`src/rtl/ccp_pkg.sv`:
```
package ccp_pkg;

  // ==========================================================================
  // host register bus map (byte addresses, one word each)
  // ==========================================================================
  localparam logic [7:0]  BUS_CONFIG_OFS   = 8'h00;
  localparam logic [7:0]  BUS_STATUS_OFS   = 8'h04;
  localparam logic [7:0]  BUS_MASK_OFS     = 8'h08;
  localparam logic [7:0]  BUS_STATE_OFS    = 8'h0C;

  // ==========================================================================
  // configuration register 0 layout
  // ==========================================================================
  localparam int          CFG_WIDTH        = 16;
  localparam int          CFG_FOUR_WIRE    = 9;
  localparam int          CFG_LANE_LSB     = 0;
  localparam int          CFG_LANE_BITS    = 2;
  localparam logic [15:0] CFG_RESET        = 16'h0003;
  localparam logic [15:0] CFG_WR_MASK      = 16'h0203;

  // ==========================================================================
  // sticky event bits (status and mask share this layout)
  // ==========================================================================
  localparam int          EVT_BITS         = 3;
  localparam int          EVT_GATED        = 0;
  localparam int          EVT_ASLEEP       = 1;
  localparam int          EVT_BAD_ADDR     = 2;
  localparam logic [2:0]  EVT_RESET        = 3'h0;

  // ==========================================================================
  // state register layout (read only)
  // ==========================================================================
  localparam int          ST_SLEEP         = 0;
  localparam int          ST_GATE          = 1;
  localparam int          ST_FOUR_WIRE     = 2;
  localparam int          ST_SER_BUSY      = 3;

  // ==========================================================================
  // serial frame: r/w bit, 7-bit address, 16 data bits, msb first
  // ==========================================================================
  localparam int          SER_ADDR_BITS    = 7;
  localparam logic [4:0]  SER_HDR_BITS     = 5'h08;
  localparam logic [4:0]  SER_FRAME_BITS   = 5'h18;
  localparam logic [6:0]  SER_CONFIG0_ADR  = 7'h00;
  localparam logic [6:0]  SER_STATUS_ADR   = 7'h01;

  // serial port engine states
  typedef enum logic [2:0] {
    CCP_SER_IDLE = 3'b001,
    CCP_SER_HDR  = 3'b010,
    CCP_SER_DATA = 3'b100
  } ccp_ser_state_e;

endpackage

```
`src/rtl/ccp_control_pins.sv`:
```
// The plain strobed port and the register offsets are this design's own decisions.
`timescale 1ns/1ps
// Summary of operation
// - three-pin mode: bidirectional data pin takes writes and returns read data.
// - four-wire select bit nine set makes the bidirectional pin input only.
// - serial read output drives only in four-wire mode, else released.
// - register reset pin low clears configuration registers at once, clocklessly.
// - transmit gate low forces datapath to zero and ignores samples.
// - sleep input high sleeps the device; low keeps it running.
// - alarm conditions show on a dedicated alarm output.
// - offset binary: zero code gives full positive current, all ones gives none.
module ccp_control_pins #(
  parameter int DW = 16
) (
  input  wire logic          i_sys_clk,
  input  wire logic          i_arst_n,
  // pins from the host
  input  wire logic          i_register_reset_n,
  input  wire logic          i_serial_clk,
  input  wire logic          i_serial_select_n,
  input  wire logic          i_serial_data_in,
  output logic               o_serial_data_out,
  output logic               o_serial_data_oe,
  output logic               o_serial_read_out,
  output logic               o_serial_read_out_oe,
  input  wire logic          i_transmit_gate,
  input  wire logic          i_sleep,
  output logic               o_alarm,
  // sample path, same clock
  input  wire logic [DW-1:0] i_sample,
  input  wire logic          i_sample_valid,
  output logic [DW-1:0]      o_dac_code,
  output logic [DW-1:0]      o_pos_current_out,
  output logic [DW-1:0]      o_neg_current_out,
  output logic [1:0]         o_lane_enable,
  output logic               o_sleeping,
  // register port
  input  wire logic [7:0]    i_reg_addr,
  input  wire logic [31:0]   i_reg_wdata,
  input  wire logic          i_reg_wr,
  input  wire logic          i_reg_rd,
  output logic [31:0]        o_reg_rdata,
  output logic               o_irq
);

  // ==========================================================================
  // reset: either reset pin clears at once, release is synchronised
  // ==========================================================================
  logic cfg_arst_n;
  logic cfg_rst_n;

  // either pin clears the flops with no clock edge
  assign cfg_arst_n = i_arst_n & i_register_reset_n;

  // release waits two edges; no flop sees a runt
  ccp_sync2 #(
    .RST_VAL (1'b0)
  ) u_rst_sync (
    .i_sys_clk (i_sys_clk),
    .i_arst_n  (cfg_arst_n),
    .i_d       (1'b1),
    .o_q       (cfg_rst_n)
  );

  // ==========================================================================
  // pin synchronisers
  // ==========================================================================
  logic sclk_s;
  logic sel_n_s;
  logic sdin_s;
  logic gate_s;
  logic sleep_s;

  // two flops per pin before any logic reads it
  ccp_sync2 #(.RST_VAL (1'b0)) u_sync_sclk (
    .i_sys_clk (i_sys_clk),
    .i_arst_n  (i_arst_n),
    .i_d       (i_serial_clk),
    .o_q       (sclk_s)
  );

  ccp_sync2 #(.RST_VAL (1'b1)) u_sync_sel (
    .i_sys_clk (i_sys_clk),
    .i_arst_n  (i_arst_n),
    .i_d       (i_serial_select_n),
    .o_q       (sel_n_s)
  );

  ccp_sync2 #(.RST_VAL (1'b0)) u_sync_sdin (
    .i_sys_clk (i_sys_clk),
    .i_arst_n  (i_arst_n),
    .i_d       (i_serial_data_in),
    .o_q       (sdin_s)
  );

  ccp_sync2 #(.RST_VAL (1'b0)) u_sync_gate (
    .i_sys_clk (i_sys_clk),
    .i_arst_n  (i_arst_n),
    .i_d       (i_transmit_gate),
    .o_q       (gate_s)
  );

  ccp_sync2 #(.RST_VAL (1'b0)) u_sync_sleep (
    .i_sys_clk (i_sys_clk),
    .i_arst_n  (i_arst_n),
    .i_d       (i_sleep),
    .o_q       (sleep_s)
  );

  // ==========================================================================
  // serial port
  // ==========================================================================
  logic [6:0]  ser_addr;
  logic [15:0] ser_wdata;
  logic        ser_wr;
  logic        ser_rd_phase;
  logic        ser_bit;
  logic        ser_busy;
  logic [15:0] ser_rdata;

  // a register reset also aborts a frame in flight
  ccp_serial_engine u_serial (
    .i_sys_clk    (i_sys_clk),
    .i_arst_n     (cfg_rst_n),
    .i_sclk_s     (sclk_s),
    .i_select_n_s (sel_n_s),
    .i_sdin_s     (sdin_s),
    .i_rd_data    (ser_rdata),
    .o_addr       (ser_addr),
    .o_wr_data    (ser_wdata),
    .o_wr_pulse   (ser_wr),
    .o_rd_phase   (ser_rd_phase),
    .o_out_bit    (ser_bit),
    .o_busy       (ser_busy)
  );

  // ==========================================================================
  // register state
  // ==========================================================================
  logic [15:0]                 cfg_r, cfg_nxt;
  logic [ccp_pkg::EVT_BITS-1:0] status_r, status_nxt;
  logic [ccp_pkg::EVT_BITS-1:0] mask_r, mask_nxt;
  logic [ccp_pkg::EVT_BITS-1:0] evt;
  logic                        four_wire;
  logic                        bus_hit_cfg;
  logic                        bus_hit_sts;
  logic                        bus_hit_msk;
  logic                        ser_bad;

  // write decode and the engine's bad address
  assign four_wire   = cfg_r[ccp_pkg::CFG_FOUR_WIRE];
  assign bus_hit_cfg = i_reg_wr & (i_reg_addr == ccp_pkg::BUS_CONFIG_OFS);
  assign bus_hit_sts = i_reg_wr & (i_reg_addr == ccp_pkg::BUS_STATUS_OFS);
  assign bus_hit_msk = i_reg_wr & (i_reg_addr == ccp_pkg::BUS_MASK_OFS);
  assign ser_bad     = ser_wr & (ser_addr != ccp_pkg::SER_CONFIG0_ADR);

  // event sources: samples lost to the gate or to sleep, bad serial writes
  always_comb begin
    evt                       = '0;
    evt[ccp_pkg::EVT_GATED]    = i_sample_valid & ~gate_s;
    evt[ccp_pkg::EVT_ASLEEP]   = i_sample_valid & sleep_s;
    evt[ccp_pkg::EVT_BAD_ADDR] = ser_bad;
  end

  // serial write wins over a bus write in the same cycle; event set beats clear
  always_comb begin
    cfg_nxt    = cfg_r;
    status_nxt = status_r;
    mask_nxt   = mask_r;
    if (bus_hit_cfg) begin
      cfg_nxt = i_reg_wdata[15:0] & ccp_pkg::CFG_WR_MASK;
    end
    if (ser_wr && (ser_addr == ccp_pkg::SER_CONFIG0_ADR)) begin
      cfg_nxt = ser_wdata & ccp_pkg::CFG_WR_MASK;
    end
    if (bus_hit_sts) begin
      status_nxt = status_r & ~i_reg_wdata[ccp_pkg::EVT_BITS-1:0];
    end
    status_nxt = status_nxt | evt;
    if (bus_hit_msk) begin
      mask_nxt = i_reg_wdata[ccp_pkg::EVT_BITS-1:0];
    end
  end

  // cleared by either reset; no clock edge needed to enter defaults
  always_ff @(posedge i_sys_clk or negedge cfg_rst_n) begin
    if (!cfg_rst_n) begin
      cfg_r    <= ccp_pkg::CFG_RESET;
      status_r <= ccp_pkg::EVT_RESET;
      mask_r   <= ccp_pkg::EVT_RESET;
    end else begin
      cfg_r    <= cfg_nxt;
      status_r <= status_nxt;
      mask_r   <= mask_nxt;
    end
  end

  // serial readback view: config word or event flags
  always_comb begin
    ser_rdata = 16'h0000;
    case (ser_addr)
      ccp_pkg::SER_CONFIG0_ADR: ser_rdata = cfg_r;
      ccp_pkg::SER_STATUS_ADR:  ser_rdata[ccp_pkg::EVT_BITS-1:0] = status_r;
      default:                  ser_rdata = 16'h0000;
    endcase
  end

  // ==========================================================================
  // bus read data, valid only in the cycle after the strobe
  // ==========================================================================
  logic [31:0] rdata_nxt;

  always_comb begin
    rdata_nxt = 32'h0000_0000;
    if (i_reg_rd) begin
      case (i_reg_addr)
        ccp_pkg::BUS_CONFIG_OFS: rdata_nxt[15:0] = cfg_r;
        ccp_pkg::BUS_STATUS_OFS: rdata_nxt[ccp_pkg::EVT_BITS-1:0] = status_r;
        ccp_pkg::BUS_MASK_OFS:   rdata_nxt[ccp_pkg::EVT_BITS-1:0] = mask_r;
        ccp_pkg::BUS_STATE_OFS: begin
          rdata_nxt[ccp_pkg::ST_SLEEP]     = sleep_s;
          rdata_nxt[ccp_pkg::ST_GATE]      = gate_s;
          rdata_nxt[ccp_pkg::ST_FOUR_WIRE] = four_wire;
          rdata_nxt[ccp_pkg::ST_SER_BUSY]  = ser_busy;
        end
        default: rdata_nxt = 32'h0000_0000; // unmapped reads as zero
      endcase
    end
  end

  // ==========================================================================
  // datapath and current steering
  // ==========================================================================
  // all-zero code means full current on the positive output
  function automatic logic [DW-1:0] pos_level(input logic [DW-1:0] code);
    pos_level = ~code;
  endfunction

  // last accepted code, held between samples
  logic [DW-1:0] code_r, code_nxt;

  // gate low or sleep zeroes the path; samples are held off, not queued
  always_comb begin
    code_nxt = code_r;
    if (!gate_s || sleep_s) begin
      code_nxt = '0;
    end else if (i_sample_valid) begin
      code_nxt = i_sample;
    end
  end

  // ==========================================================================
  // pin drivers: one select bit steers both output enables
  // ==========================================================================
  logic sdio_oe_nxt;
  logic sdo_oe_nxt;
  logic alarm_nxt;
  logic irq_nxt;

  always_comb begin
    sdio_oe_nxt = ser_rd_phase & ~four_wire;
    sdo_oe_nxt  = ser_rd_phase & four_wire;
    alarm_nxt   = |status_r;
    irq_nxt     = |(status_r & mask_r);
  end

  // every output registered; read data settle one cycle behind the engine
  always_ff @(posedge i_sys_clk or negedge cfg_rst_n) begin
    if (!cfg_rst_n) begin
      code_r               <= '0;
      o_dac_code           <= '0;
      o_pos_current_out    <= '1;
      o_neg_current_out    <= '0;
      o_serial_data_out    <= 1'b0;
      o_serial_data_oe     <= 1'b0;
      o_serial_read_out    <= 1'b0;
      o_serial_read_out_oe <= 1'b0;
      o_alarm              <= 1'b0;
      o_irq                <= 1'b0;
      o_reg_rdata          <= 32'h0000_0000;
      o_lane_enable        <= ccp_pkg::CFG_RESET[1:0];
      o_sleeping           <= 1'b0;
    end else begin
      code_r               <= code_nxt;
      o_dac_code           <= code_nxt;
      o_pos_current_out    <= pos_level(code_nxt);
      o_neg_current_out    <= code_nxt;
      o_serial_data_out    <= ser_bit & ~four_wire;
      o_serial_data_oe     <= sdio_oe_nxt;
      o_serial_read_out    <= ser_bit & four_wire;
      o_serial_read_out_oe <= sdo_oe_nxt;
      o_alarm              <= alarm_nxt;
      o_irq                <= irq_nxt;
      o_reg_rdata          <= rdata_nxt;
      o_lane_enable        <= cfg_r[ccp_pkg::CFG_LANE_LSB +: ccp_pkg::CFG_LANE_BITS];
      o_sleeping           <= sleep_s;
    end
  end

endmodule

```
`src/rtl/ccp_serial_engine.sv`:
```
`timescale 1ns/1ps
// ============================================================================
// serial frame engine on oversampled, already synchronised pins
// ============================================================================
module ccp_serial_engine (
  input  wire logic        i_sys_clk,
  input  wire logic        i_arst_n,
  input  wire logic        i_sclk_s,
  input  wire logic        i_select_n_s,
  input  wire logic        i_sdin_s,
  input  wire logic [15:0] i_rd_data,
  output logic [6:0]       o_addr,
  output logic [15:0]      o_wr_data,
  output logic             o_wr_pulse,
  output logic             o_rd_phase,
  output logic             o_out_bit,
  output logic             o_busy
);

  ccp_pkg::ccp_ser_state_e state_r, state_nxt;
  logic        sclk_d_r;
  logic [4:0]  cnt_r, cnt_nxt;
  logic [23:0] shin_r, shin_nxt;
  logic [15:0] shout_r, shout_nxt;
  logic        rd_r, rd_nxt;
  logic [6:0]  addr_r, addr_nxt;
  logic        wr_nxt;
  logic        rise;

  assign rise = i_sclk_s & ~sclk_d_r;

  // ==========================================================================
  // frame sequencing; select high aborts any frame in flight
  // ==========================================================================
  always_comb begin
    state_nxt = state_r;
    cnt_nxt   = cnt_r;
    shin_nxt  = shin_r;
    shout_nxt = shout_r;
    rd_nxt    = rd_r;
    addr_nxt  = addr_r;
    wr_nxt    = 1'b0;
    case (state_r)
      ccp_pkg::CCP_SER_IDLE: begin
        cnt_nxt = 5'h00;
        rd_nxt  = 1'b0;
        if (!i_select_n_s) begin
          state_nxt = ccp_pkg::CCP_SER_HDR;
        end
      end
      ccp_pkg::CCP_SER_HDR: begin
        if (i_select_n_s) begin
          state_nxt = ccp_pkg::CCP_SER_IDLE;
        end else if (rise) begin
          shin_nxt = {shin_r[22:0], i_sdin_s};
          cnt_nxt  = cnt_r + 5'h01;
          if (cnt_r + 5'h01 == ccp_pkg::SER_HDR_BITS) begin
            state_nxt = ccp_pkg::CCP_SER_DATA;
            rd_nxt    = shin_r[6];          // r/w bit is the first one in
            addr_nxt  = {shin_r[5:0], i_sdin_s};
            shout_nxt = i_rd_data;          // read data latched at header end
          end
        end
      end
      ccp_pkg::CCP_SER_DATA: begin
        if (i_select_n_s) begin
          state_nxt = ccp_pkg::CCP_SER_IDLE;
        end else if (rise) begin
          shin_nxt  = {shin_r[22:0], i_sdin_s};
          shout_nxt = {shout_r[14:0], 1'b0};
          cnt_nxt   = cnt_r + 5'h01;
          if (cnt_r + 5'h01 == ccp_pkg::SER_FRAME_BITS) begin
            state_nxt = ccp_pkg::CCP_SER_IDLE;
            wr_nxt    = ~rd_r;
          end
        end
      end
      default: begin
        state_nxt = ccp_pkg::CCP_SER_IDLE;
      end
    endcase
  end

  always_ff @(posedge i_sys_clk or negedge i_arst_n) begin
    if (!i_arst_n) begin
      state_r    <= ccp_pkg::CCP_SER_IDLE;
      sclk_d_r   <= 1'b0;
      cnt_r      <= 5'h00;
      shin_r     <= 24'h00_0000;
      shout_r    <= 16'h0000;
      rd_r       <= 1'b0;
      addr_r     <= 7'h00;
      o_wr_pulse <= 1'b0;
    end else begin
      state_r    <= state_nxt;
      sclk_d_r   <= i_sclk_s;
      cnt_r      <= cnt_nxt;
      shin_r     <= shin_nxt;
      shout_r    <= shout_nxt;
      rd_r       <= rd_nxt;
      addr_r     <= addr_nxt;
      o_wr_pulse <= wr_nxt;
    end
  end

  // live address at header end for read data, then held for the write pulse
  assign o_addr     = (state_r == ccp_pkg::CCP_SER_HDR) ? {shin_r[5:0], i_sdin_s} : addr_r;
  assign o_wr_data  = shin_r[15:0];
  assign o_rd_phase = rd_r & (state_r == ccp_pkg::CCP_SER_DATA);
  assign o_out_bit  = shout_r[15];
  assign o_busy     = (state_r != ccp_pkg::CCP_SER_IDLE);

endmodule

```
`src/rtl/ccp_sync2.sv`:
```
`timescale 1ns/1ps
// ============================================================================
// two flip-flop level synchroniser
// ============================================================================
module ccp_sync2 #(
  parameter logic RST_VAL = 1'b0
) (
  input  wire logic i_sys_clk,
  input  wire logic i_arst_n,
  input  wire logic i_d,
  output logic      o_q
);

  logic meta_r;
  logic meta_nxt;
  logic q_nxt;

  // first stage feeds only the second stage
  always_comb begin
    meta_nxt = i_d;
    q_nxt    = meta_r;
  end

  always_ff @(posedge i_sys_clk or negedge i_arst_n) begin
    if (!i_arst_n) begin
      meta_r <= RST_VAL;
      o_q    <= RST_VAL;
    end else begin
      meta_r <= meta_nxt;
      o_q    <= q_nxt;
    end
  end

endmodule
```
`config.mk`:
```
export PLATFORM = sky130hd
export DESIGN_NAME = ccp_control_pins
export DESIGN_NICKNAME = d
export VERILOG_FILES = /design/src/rtl/ccp_pkg.sv /design/src/rtl/ccp_control_pins.sv /design/src/rtl/ccp_serial_engine.sv /design/src/rtl/ccp_sync2.sv
export SDC_FILE = /design/constraint.sdc
export NUM_CORES = 1
export LEC_CHECK = 0
export BUFFER_PORTS_ARGS = -buffer_cell sky130_fd_sc_hd__buf_2
export CAP_MARGIN = 20
export CORE_MARGIN = 2
export CORE_UTILIZATION = 46
export DETAILED_ROUTE_END_ITERATION = 12
export HOLD_SLACK_MARGIN = 0.15
export PLACE_DENSITY = 0.73
export SYNTH_ARGS = -nofsm -noshare
export SYNTH_HDL_FRONTEND = slang
export SYNTH_SLANG_ARGS = --single-unit
```
`constraint.sdc`:
```
create_clock -name i_sys_clk -period 3 [get_ports i_sys_clk]
set_input_delay 0.3 -clock i_sys_clk [delete_from_list [all_inputs] [get_ports i_sys_clk]]
set_output_delay 0.3 -clock i_sys_clk [all_outputs]
set_load 0.05 [all_outputs]
```
Yosys cells after proc, flatten, opt, wreduce, memory -nomap -nowiden
Cells that the tools add are included.
{"block": "op_classes", "n_addsub": 1, "n_eq_ne": 22, "mux": 37, "n_bitwise": 23, "n_reduce_logical": 19}
{"operator": "16-bit two-way mux", "n": 10}
{"operator": "16-bit case mux with 2 select lines", "n": 1}
{"operator": "3-bit two-way mux", "n": 8}
{"operator": "8-bit by 4-bit == test with 1-bit output, second input constant", "n": 2}
{"operator": "16-bit NOT", "n": 1}
{"operator": "1-bit AND", "n": 13}
{"operator": "13-bit two-way mux", "n": 1}
{"operator": "12-bit two-way mux", "n": 1}
{"operator": "3-bit by 2-bit != test with 1-bit output, second input constant", "n": 4}
{"operator": "3-bit case mux with 4 select lines", "n": 1}
{"operator": "5-bit two-way mux", "n": 2}
{"operator": "5-bit case mux with 2 select lines", "n": 1}
{"operator": "3-bit case mux with 3 select lines", "n": 1}
{"operator": "8-bit by 3-bit == test with 1-bit output, second input constant", "n": 1}
{"operator": "8-bit logical NOT", "n": 1}
{"operator": "2-bit by 1-bit != test with 1-bit output, second input constant", "n": 4}
{"operator": "2-bit != test, second input constant", "n": 4}
{"operator": "4-bit AND reduction", "n": 2}
{"operator": "2-bit nonzero test", "n": 4}
{"operator": "7-bit by 1-bit == test with 1-bit output, second input constant", "n": 1}
{"operator": "7-bit logical NOT", "n": 1}
{"operator": "1-bit two-way mux", "n": 7}
{"operator": "7-bit two-way mux", "n": 1}
{"operator": "7-bit nonzero test", "n": 1}
{"operator": "other kinds (21)", "n": 29}
{"block": "word_totals", "reg_bits": 135, "input_bits": 67, "out_inout_bits": 89, "elab_cells": 136}

Logic depth before layout (Yosys ltp)
Gate-level depths: netlist of the first run.
{"block": "logic_depth", "depth_word": 8, "mapped_depth": 7, "depth_no_buf": 6}

Modules after synthesis
From an unflattened synthesis of the first run, not the netlist that was laid out.
{"block": "hier_totals", "hier_cells": 427, "area_unflattened_um2": 5397.7}
{"mod": "ccp_control_pins", "n_inst": 1, "cells_each": 219, "area_per_inst_um2": 2565.0, "seq_area_each_um2": 1401.3}
{"mod": "ccp_serial_engine", "n_inst": 1, "cells_each": 196, "area_per_inst_um2": 2529.9, "seq_area_each_um2": 1252.5}
{"mod": "ccp_sync2 at u_rst_sync ...", "n_inst": 5, "cells_each": 2, "area_per_inst_um2": 50.0, "seq_area_each_um2": 50.0}
{"mod": "ccp_sync2 at u_sync_sel", "n_inst": 1, "cells_each": 2, "area_per_inst_um2": 52.6, "seq_area_each_um2": 52.6}

Worst setup path after synthesis of the first run
OpenSTA, ideal clock, no wires.
{"block": "synth_timing", "path_kind": "register -> register", "startpoint": "register u_serial.cnt_r[0]", "endpoint": "register u_serial.addr_r[0]", "setup_ns": 0.125, "arrival_ns": 1.979, "slack_ns": 0.896, "path_stages_with_launch": 7, "n_path_buf": 0, "synth_period_minus_slack_ns": 2.104, "cell_sequence": "dfrtp_1 > ha_1 > nand3_1 > xor2_1 > o211ai_2 > nor4_4 > mux2_2"}
{"block": "synth_between", "elab_chain_len": 3}
{"element": "start, declared", "line": "ccp_serial_engine.sv:22", "rtl": "logic [4:0] cnt_r, cnt_nxt;"}
{"element": "start signal, assigned", "line": "ccp_serial_engine.sv:97", "rtl": "cnt_r <= cnt_nxt;"}
{"element": "5-bit by 1-bit adder with 5-bit output", "line": "ccp_serial_engine.sv:57", "rtl": "if (cnt_r + 5'h01 == ccp_pkg::SER_HDR_BITS) begin"}
{"element": "5-bit by 4-bit == test with 1-bit output", "line": "ccp_serial_engine.sv:57"}
{"element": "4-bit AND reduction (no line)"}
{"element": "end signal, assigned", "line": "ccp_serial_engine.sv:101", "rtl": "addr_r <= addr_nxt;"}
{"element": "end, declared", "line": "ccp_serial_engine.sv:26", "rtl": "logic [6:0] addr_r, addr_nxt;"}
No other way between the ends.
A chain may end at the register's enable or synchronous reset.

Worst setup path in the final report of the first run
{"block": "layout_timing", "startpoint": "register u_serial.cnt_r[0]", "endpoint": "register u_serial.addr_r[3]"}
Same word-level chain as after synthesis.

==> results of run 1 <==
through the flow:
stage | power, W | hold WS (ns) | area (um^2)
3_3_place_gp | 0.002177 | 0.1693 | 5214
5_1_grt | 0.003228 | 0.1795 | 5495
4_1_cts | 0.003116 | 0.1653 | 5488
3_5_place_dp | 0.002196 | 0.1790 | 5214
2_1_floorplan | 0.002116 | 0.004409 | 4880
6_report | 0.003087 | 0.1833 | 5495
critical path, cell delays in order, from the launching register on:
cell and delay [ns]:
sky130_fd_sc_hd__dfrtp_1 0.46, sky130_fd_sc_hd__ha_1 0.29, sky130_fd_sc_hd__nand3_1 0.15, sky130_fd_sc_hd__xor2_1 0.21, sky130_fd_sc_hd__o211ai_2 0.24, sky130_fd_sc_hd__nor4_4 0.55, sky130_fd_sc_hd__mux2_2 0.41
cell usage in the layout (no fill, tap or decap), types with 4 or more instances in the layout:
cell / n
sky130_fd_sc_hd__inv_1: 35
sky130_fd_sc_hd__mux2_2: 35
sky130_fd_sc_hd__buf_2: 100
sky130_fd_sc_hd__dfrtp_1: 87
sky130_fd_sc_hd__nor2b_1: 5
sky130_fd_sc_hd__conb_1: 28
sky130_fd_sc_hd__nor2_1: 8
sky130_fd_sc_hd__dfstp_2: 23
sky130_fd_sc_hd__nand2_1: 69
sky130_fd_sc_hd__buf_4: 7
sky130_fd_sc_hd__nor4_1: 4
sky130_fd_sc_hd__clkbuf_8: 10
sky130_fd_sc_hd__mux2i_1: 13
sky130_fd_sc_hd__nand3_1: 7
sky130_fd_sc_hd__dlygate4sd3_1: 7
sky130_fd_sc_hd__a22o_1: 7
sky130_fd_sc_hd__o21ai_0: 8
synth_stat cells (3+ instances only):
cell and number:
sky130_fd_sc_hd__nand3b_1 3, sky130_fd_sc_hd__inv_1 35, sky130_fd_sc_hd__nor2_1 8, sky130_fd_sc_hd__nand2_1 69
sky130_fd_sc_hd__buf_4 43, sky130_fd_sc_hd__nand3_1 7, sky130_fd_sc_hd__mux2i_1 13, sky130_fd_sc_hd__a22o_1 7
sky130_fd_sc_hd__mux2_2 35, sky130_fd_sc_hd__nor2b_1 5, sky130_fd_sc_hd__dfstp_2 23, sky130_fd_sc_hd__and2_1 3
sky130_fd_sc_hd__o21ai_0 8, sky130_fd_sc_hd__nor4_1 4, sky130_fd_sc_hd__xnor2_1 3, sky130_fd_sc_hd__dfrtp_1 88
sky130_fd_sc_hd__clkbuf_1 11, sky130_fd_sc_hd__nor3b_1 4
kinds of logic after synthesis:
family,synth area share (%)
fa+ha+maj,0.5232
buf+inv,10.91
other cells,0.1570
simple gates,12.09
mux,11.90
compound gates,4.998
flops,58.69
xor+xnor,0.7327
where the power goes:
part,internal (W),switching [W]
clock network,0.000414,0.000502
registers,0.00163,0.0000878
logic,0.000136,0.000316
total,0.00218,0.000906
how the worst max path moves through the flow:
stage / start / to / slack (ns) / depth (start not counted)
finish: u_serial.cnt_r[0] / u_serial.addr_r[3] / 0.57 / 6
floorplan: u_rst_sync.o_q / cfg_r[9] / 0.01 / 0
detailed placement: u_serial.cnt_r[0] / u_serial.addr_r[3] / 0.60 / 6
global placement: u_serial.cnt_r[0] / u_serial.addr_r[5] / 0.70 / 6
CTS: u_serial.cnt_r[0] / u_serial.addr_r[3] / 0.56 / 6
global route: u_serial.cnt_r[0] / u_serial.addr_r[5] / 0.39 / 6
registers in the layout, summed over array words and instances (netlist names), 5 cells and up:
register and cells:
u_serial.cnt_r 5, o_pos_current_out 16, code_r 16, u_serial.addr_r 7, o_reg_rdata 5, u_serial.shout_r 16
u_serial.shin_r 10
routing by layer:
layer  share of wire (%)  wire length (um)  GRT usage (%)  up-vias
met5                   0                 0              0        -
met4                 1.6               140          6.485        0
met3                 4.6               403          3.127       11
met2                  50              4372          26.91       79
met1                  44              3818          21.49     1517
li1                    -                 -              -     1464
area by class of cell:
type,count,area (um^2)
Inverter,35,131.4
Clock inverter,6,66.31
Timing Repair Buffer,114,623.1
Sequential cell,111,2810
Fill cell,897,4736
Multi-Input combinational cell,232,1556
Tap cell,136,170.2
Clock buffer,10,137.6
what timing repair did:
action	4_1_cts	5_1_grt
hold endpoints to repair	17	0
setup buffers	0	0
hold buffers	7	0
==> reports/metrics.yaml, run 1 <==
outcome:
  outcome: "completed"
logic_synthesis:
  yosysUniqueCellTypes: 50
  synth_seq_area_share_pct: 58.69
  post_synth_inst_count: 410
  largest_cells_by_area_after_synthesis: "sky130_fd_sc_hd__dfrtp_1 46%, sky130_fd_sc_hd__dfstp_2 13%, sky130_fd_sc_hd__mux2_2 8.2%, sky130_fd_sc_hd__buf_4 6.8%, sky130_fd_sc_hd__nand2_1 5.4%"
  netlist_area_pre_place_um2: 4782
  ys.flop_type: "sky130_fd_sc_hd__dfrtp_1"
  netlist.area_leader.share_pct: 46.05
  yosys_warnings: 0
  asyncSetResetFlopFracSynth_pct: 100.0
  synth_seq_cells: 111
  edff_count_synth: 0
  yosys.area.top_type: "sky130_fd_sc_hd__dfrtp_1"
  synth.avg_cell_area_um2: 11.66
placement:
  detailed_place_hpwl_mm: 6.197
  dp_worst_setup_slack_ns: 0.6024
  placed_cells_incl_taps: 620
  port_buffers: 100
  gp_congestion: 0.7583
clocking:
  cts-buffers-inserted: 9
  htree_levels: 3
  cts_tree: "built"
  max-clock-path-buffers: 2
  postCtsResizedCells: 0
  worst_setup_hold_path_clk_slew_ns: 0.10
  clock_tree.root_cell: "sky130_fd_sc_hd__clkbuf_8"
  insertion_delay_ns: 0.38
  sink_count: 111
final_layout:
  syn_to_final_growth_pct: 14.91
  final_non_filler_cells: 644
  proportion_of_layout_cells_with_a_drive_suffix_above_1_pct: 37.99
  diodes: 0
  finish.utilization_pct: 53.71
  design.final.nets: 572
hold_path:
  timing.hold.worst.start: "i_sample[0]"
  hold_path_class: "primary input to register"
  number_of_cells_on_the_worst_hold_path: 3
  timing.hold.worst_endpoint: "o_pos_current_out[0]"
sta:
  final_hold_viol_count: 0
  max_slew.worst_pin.slew_ns: 0.6916
  layout_setup_ws_ns: 0.5748
  final.setup_skew_ns: 0.01408
  fmax_mhz: 412.3
  slew_viol_final: 0
  maxSlewHeadroom_pct: 53.89
  final.period_utilization_pct: 80.84
  finalSetupViolCount: 0
  grt_setup_unrepaired: "false"
  tns_ns: 0
  fin_crit_ns: 2.425
critical_path:
  worstPathMaxFanout: 9
  critical_path_required_ns: 3.25
  timing.critical_path.from_type: "register"
  regToRegEndpoint: "u_serial.addr_r[3]"
  reg2reg_slack_ns: 0.57
  critPathArrivalTime_ns: 2.68
  crit_path_end_kind: "register"
  reg2regPathDepth: 6
  reg2reg_from: "u_serial.cnt_r[0]"
  crit_type: "register to register"
route:
  dr_total_vias: 3071
  drt.antenna.violating_nets: 0
  routed_wirelength_mm: 8.734
  routed_via_density: 4.769
  wl_per_cell_um: 13.56
  drcViolationCount: 0
  detail_route.iter0.violations: 160
  drtPass1Iterations: 6
floorplan:
  width_of_the_die_um: 106.0
  floorplan.initialDensity_pct: 46.74
  core_region_area_um2: 10230
  floorplan.die_area_um2: 11230
  placementRows: 37
  die_y_um: 106.0
  io_pins: 156
global_route:
  grt_start_max_net_pins: 55
  first_global_vias: 3053
  grtUsageTotal_pct: 16.35
  grt_overflow: 0
  initial_antenna_violation_count: 0
  grt_pass1_wl_mm: 14.63
flow_run:
  maxCapViolCount: 0
power:
  power.leakage_nw: 2.843
  irDropWorstVdd_uv: 247.2
  power.density_cell_area_nw_per_um2: 561.8
No activity file was read; power rests on OpenSTA's default activity.
==> run 2, diff against run 1 <==
- ABC_AREA: default -> 1
- CORE_UTILIZATION: 46 -> 51
- PLACE_DENSITY: 0.73 -> 0.77
- clock period: 3 -> 2.5 ns (I/O delays scaled with it)
==> run 2 against run 1 <==
Setup slack better by 0.13 ns. Sequential share of layout area shrank 1.3 points. Cell count grew 19%. Hold slack got worse by 0.023 ns. Die area decreased by 6.1%. Register-to-register slack gained 0.13 ns. Combinational power increased by 100%. Non-clock buffer count shrank 1. Highest routed layer unchanged.
==> reports/metrics.yaml, run 2 <==
power:
  p_comb_share_pct: 22.8  # +8.2 points
  power.leakage_nw: 2.841  # about the same
  sw_frac_of_total_pct: 35.31  # +6.0 points
  power.density_cell_area_nw_per_um2: 706.5  # +26%
  totalPowerFinal_w: 0.003987  # +29%
  irDropWorstVdd_uv: 293.9  # +19%
  power_report.internal_total_w: 0.002579  # +18%
  switchingPower_w: 0.001408  # +55%
  p_clk_share_pct: 24.8  # -4.9 points
  power.share.sequential_pct: 52.4  # -3.3 points
logic_synthesis:
  yosys_warnings: 0  # unchanged
  ys.flop_type: "sky130_fd_sc_hd__dfrtp_1"
  post_synth_inst_count: 530  # +29%
  synth_seq_area_share_pct: 56.50  # -2.2 points
  synth_seq_cells: 111  # unchanged
  edff_count_synth: 0  # unchanged
  yosysUniqueCellTypes: 38  # -24%
  netlist.area_leader.share_pct: 44.33  # -1.7 points
  synth.avg_cell_area_um2: 9.372  # -20%
  yosys.area.top_type: "sky130_fd_sc_hd__dfrtp_1"
  largest_cells_by_area_after_synthesis: "sky130_fd_sc_hd__dfrtp_1 44%, sky130_fd_sc_hd__dfstp_2 12%, sky130_fd_sc_hd__nand2_1 8.3%, sky130_fd_sc_hd__buf_4 6.5%, sky130_fd_sc_hd__nor2_1 4.6%"
  ys_top_cells_by_count: "110 x sky130_fd_sc_hd__nand2_1, 88 x sky130_fd_sc_hd__dfrtp_1, 61 x sky130_fd_sc_hd__nor2_1"
  netlist_area_pre_place_um2: 4967  # +3.9%
  asyncSetResetFlopFracSynth_pct: 100.0  # unchanged
  synthMostInstantiatedCell: "sky130_fd_sc_hd__nand2_1"
sta:
  tns_ns: 0  # unchanged
  final.hold.worst_slack_ns: 0.1608  # -0.02251 ns
  finalSetupViolCount: 0  # unchanged
  fmax_mhz: 558.0  # +35%
  layout_setup_ws_ns: 0.7080  # +0.1331 ns
  max_slew.worst_pin.slew_ns: 0.6526  # -0.03896 ns
  slew_viol_final: 0  # unchanged
  fin_crit_ns: 1.792  # -0.6331 ns
  grt_setup_unrepaired: "false"
  final.period_utilization_pct: 71.68  # -9.2 points
  final_hold_viol_count: 0  # unchanged
  maxSlewHeadroom_pct: 56.49  # +2.6 points
  final.setup_skew_ns: 0.01324  # -0.0008406 ns
clocking:
  worst_setup_hold_path_clk_slew_ns: 0.10  # about the same
  max-clock-path-buffers: 2  # unchanged
  clock_tree.root_cell: "sky130_fd_sc_hd__clkbuf_8"
  cts-buffers-inserted: 9  # unchanged
  htree_levels: 3  # unchanged
  cts_tree: "built"
  sink_count: 111  # unchanged
  postCtsResizedCells: 0  # unchanged
  insertion_delay_ns: 0.37  # about the same
route:
  wl_per_cell_um: 11.88  # -12%
  detail_route.iter0.violations: 151  # -5.6%
  dr_total_vias: 3591  # +17%
  routed_via_density: 4.694  # -1.6%
  routed_wirelength_mm: 9.086  # +4.0%
  drt.antenna.violating_nets: 0  # unchanged
  drcViolationCount: 0  # unchanged
  drtPass1Iterations: 5  # -1
floorplan:
  io_pins: 156  # unchanged
  core_region_area_um2: 9594  # -6.2%
  placementRows: 36  # -2.7%
  width_of_the_die_um: 102.7  # -3.1%
  die_y_um: 102.7  # -3.1%
  floorplan.die_area_um2: 10550  # -6.1%
  floorplan.initialDensity_pct: 51.77  # +5.0 points
critical_path:
  crit_path_end_kind: "register"
  worstPathMaxFanout: 17  # +8
  critical_path_required_ns: 2.74  # -0.51 ns
  critical-path-slowest-cell: "sky130_fd_sc_hd__dfrtp_1"
  reg2regPathDepth: 8  # +2
  cell_by_cell_listing_of_the_critical_path: "ha_1 > inv_1 > nand2_1 > nand2_2 > nor2_4 > nand3_4 > nor2_4 > o21ai_0"
  timing.critical_path.from_type: "register"
  crit_type: "register to register"
  max_stage_delay_ns: 0.45  # -0.10 ns
  critPathMostFrequentCell: "sky130_fd_sc_hd__nor2_4"
  worst_path_dominant_cell_family: "simple AND/OR/NAND/NOR gates"
  timing.critical_path.depth: 8  # +2
  critPathArrivalTime_ns: 2.03  # -0.65 ns
  critical_path.n_buffers_inverters: 1  # +1
global_route:
  initial_antenna_violation_count: 0  # unchanged
  first_global_vias: 3385  # +11%
  grtUsageTotal_pct: 18.28  # +1.9 points
  grt_pass1_wl_mm: 15.04  # +2.8%
  grt_start_max_net_pins: 55  # unchanged
  grt_overflow: 0  # unchanged
final_layout:
  top_regs: "code_r: 16 flops, o_pos_current_out: 16 flops, u_serial.shout_r: 16 flops"
  diodes: 0  # unchanged
  filler_cell_count: 839  # -6.5%
  final_cell_mix: "110 x sky130_fd_sc_hd__nand2_1, 100 x sky130_fd_sc_hd__buf_2, 87 x sky130_fd_sc_hd__dfrtp_1"
  layout.cells.most_common: "sky130_fd_sc_hd__nand2_1"
  proportion_of_layout_cells_with_a_drive_suffix_above_1_pct: 29.43  # -8.6 points
  syn_to_final_growth_pct: 13.60
  design.final.nets: 696  # +22%
  register_area_um2: 2810  # unchanged
  multi_input_gate_area_in_the_final_layout_um2: 1629  # +4.7%
outcome:
  outcome: "completed"
placement:
  detailed_place_hpwl_mm: 6.743  # +8.8%
  dp_worst_setup_slack_ns: 0.7203  # +0.1179 ns
  port_buffers: 100  # unchanged
  gp_congestion: 0.9006  # +19%
hold_path:
  hold_path_class: "primary input to register"
  number_of_cells_on_the_worst_hold_path: 3  # unchanged
flow_run:
  maxCapViolCount: 0  # unchanged
run 2: changes by cell type after synthesis, moves of 9 or more:
cell,before,now
sky130_fd_sc_hd__mux2_2,35,0
sky130_fd_sc_hd__nor3_1,0,21
sky130_fd_sc_hd__nand2_2,0,10
sky130_fd_sc_hd__inv_1,35,52
sky130_fd_sc_hd__clkbuf_1,11,2
sky130_fd_sc_hd__o21ai_0,8,21
sky130_fd_sc_hd__mux2i_1,13,0
sky130_fd_sc_hd__nor2_1,8,61
sky130_fd_sc_hd__nand3_1,7,27
sky130_fd_sc_hd__nand2_1,69,110
sky130_fd_sc_hd__o21ai_2,0,12
run 2: routing by layer:
metal	up-vias	wire length, um	GRT usage (%)
li1	1783	-	-
met1	1680	3901	21.16
met5	-	0	0
met3	16	516	3.458
met2	112	4508	33.18
met4	0	160	7.590
run 2: final timing paths:
| check | startpoint | to | slack (ns) |
|---|---|---|---|
| max in group asynchronous | i_arst_n | u_rst_sync.o_q | 1.35 |
| hold / removal | i_sample[13] | code_r[13] | 0.16 |
| setup reg to reg | u_serial.cnt_r[0] | u_serial.addr_r[6] | 0.71 |
| setup / recovery | u_serial.cnt_r[0] | u_serial.addr_r[6] | 0.71 |
| hold reg to reg | u_rst_sync.o_q | u_serial.sclk_d_r | 0.36 |
| min in group asynchronous | i_arst_n | u_sync_sclk.meta_r | 0.27 |
run 2: timing repair:
item                                   in CTS  in global routing
endpoints found under the hold margin      20                  0
buffers inserted                            0                  0
setup endpoints to repair                   0                  0
hold buffers                               10                  0
run 2: cell type report:
type | instances | share of cell area (%)
inverter | 60 | 4.146
sequential | 111 | 49.80
clock buffer | 10 | 2.262
clock inverter | 6 | 0.9313
tap | 133 | 2.949
timing repair buffer | 113 | 11.04
multi-input combinational | 332 | 28.87
run 2: worst min-delay path, cell delays in order:
cell and delay, ns:
sky130_fd_sc_hd__buf_2 0.10, sky130_fd_sc_hd__nor2_1 0.09, sky130_fd_sc_hd__nor3_1 0.06
run 2: power by group through the flow:
stage | Clock, W | Combinational (W) | Sequential (W)
floorplan | 0 | 0.000630 | 0.00224
global placement | 0 | 0.000879 | 0.00212
detailed placement | 0 | 0.000899 | 0.00213
CTS | 0.00102 | 0.000915 | 0.00209
global route | 0.00108 | 0.00101 | 0.00211
finish | 0.000987 | 0.000910 | 0.00209
run 2: metrics by stage:
stage | cells | util, % | cell area (um^2)
after floorplan | 556 | - | 5066
after global placement | 739 | 55.89 | 5363
after detailed placement | 739 | 55.89 | 5363
after CTS | 765 | 58.82 | 5643
after global routing | 765 | 58.82 | 5643
final | 765 | 58.82 | 5643
run 2: cells by family after synthesis:
family          synth area share, %
simple gates                  24.38
buf+inv                       12.67
flops                         56.50
compound gates                5.794
fa+ha+maj                    0.5037
other cells                  0.1512
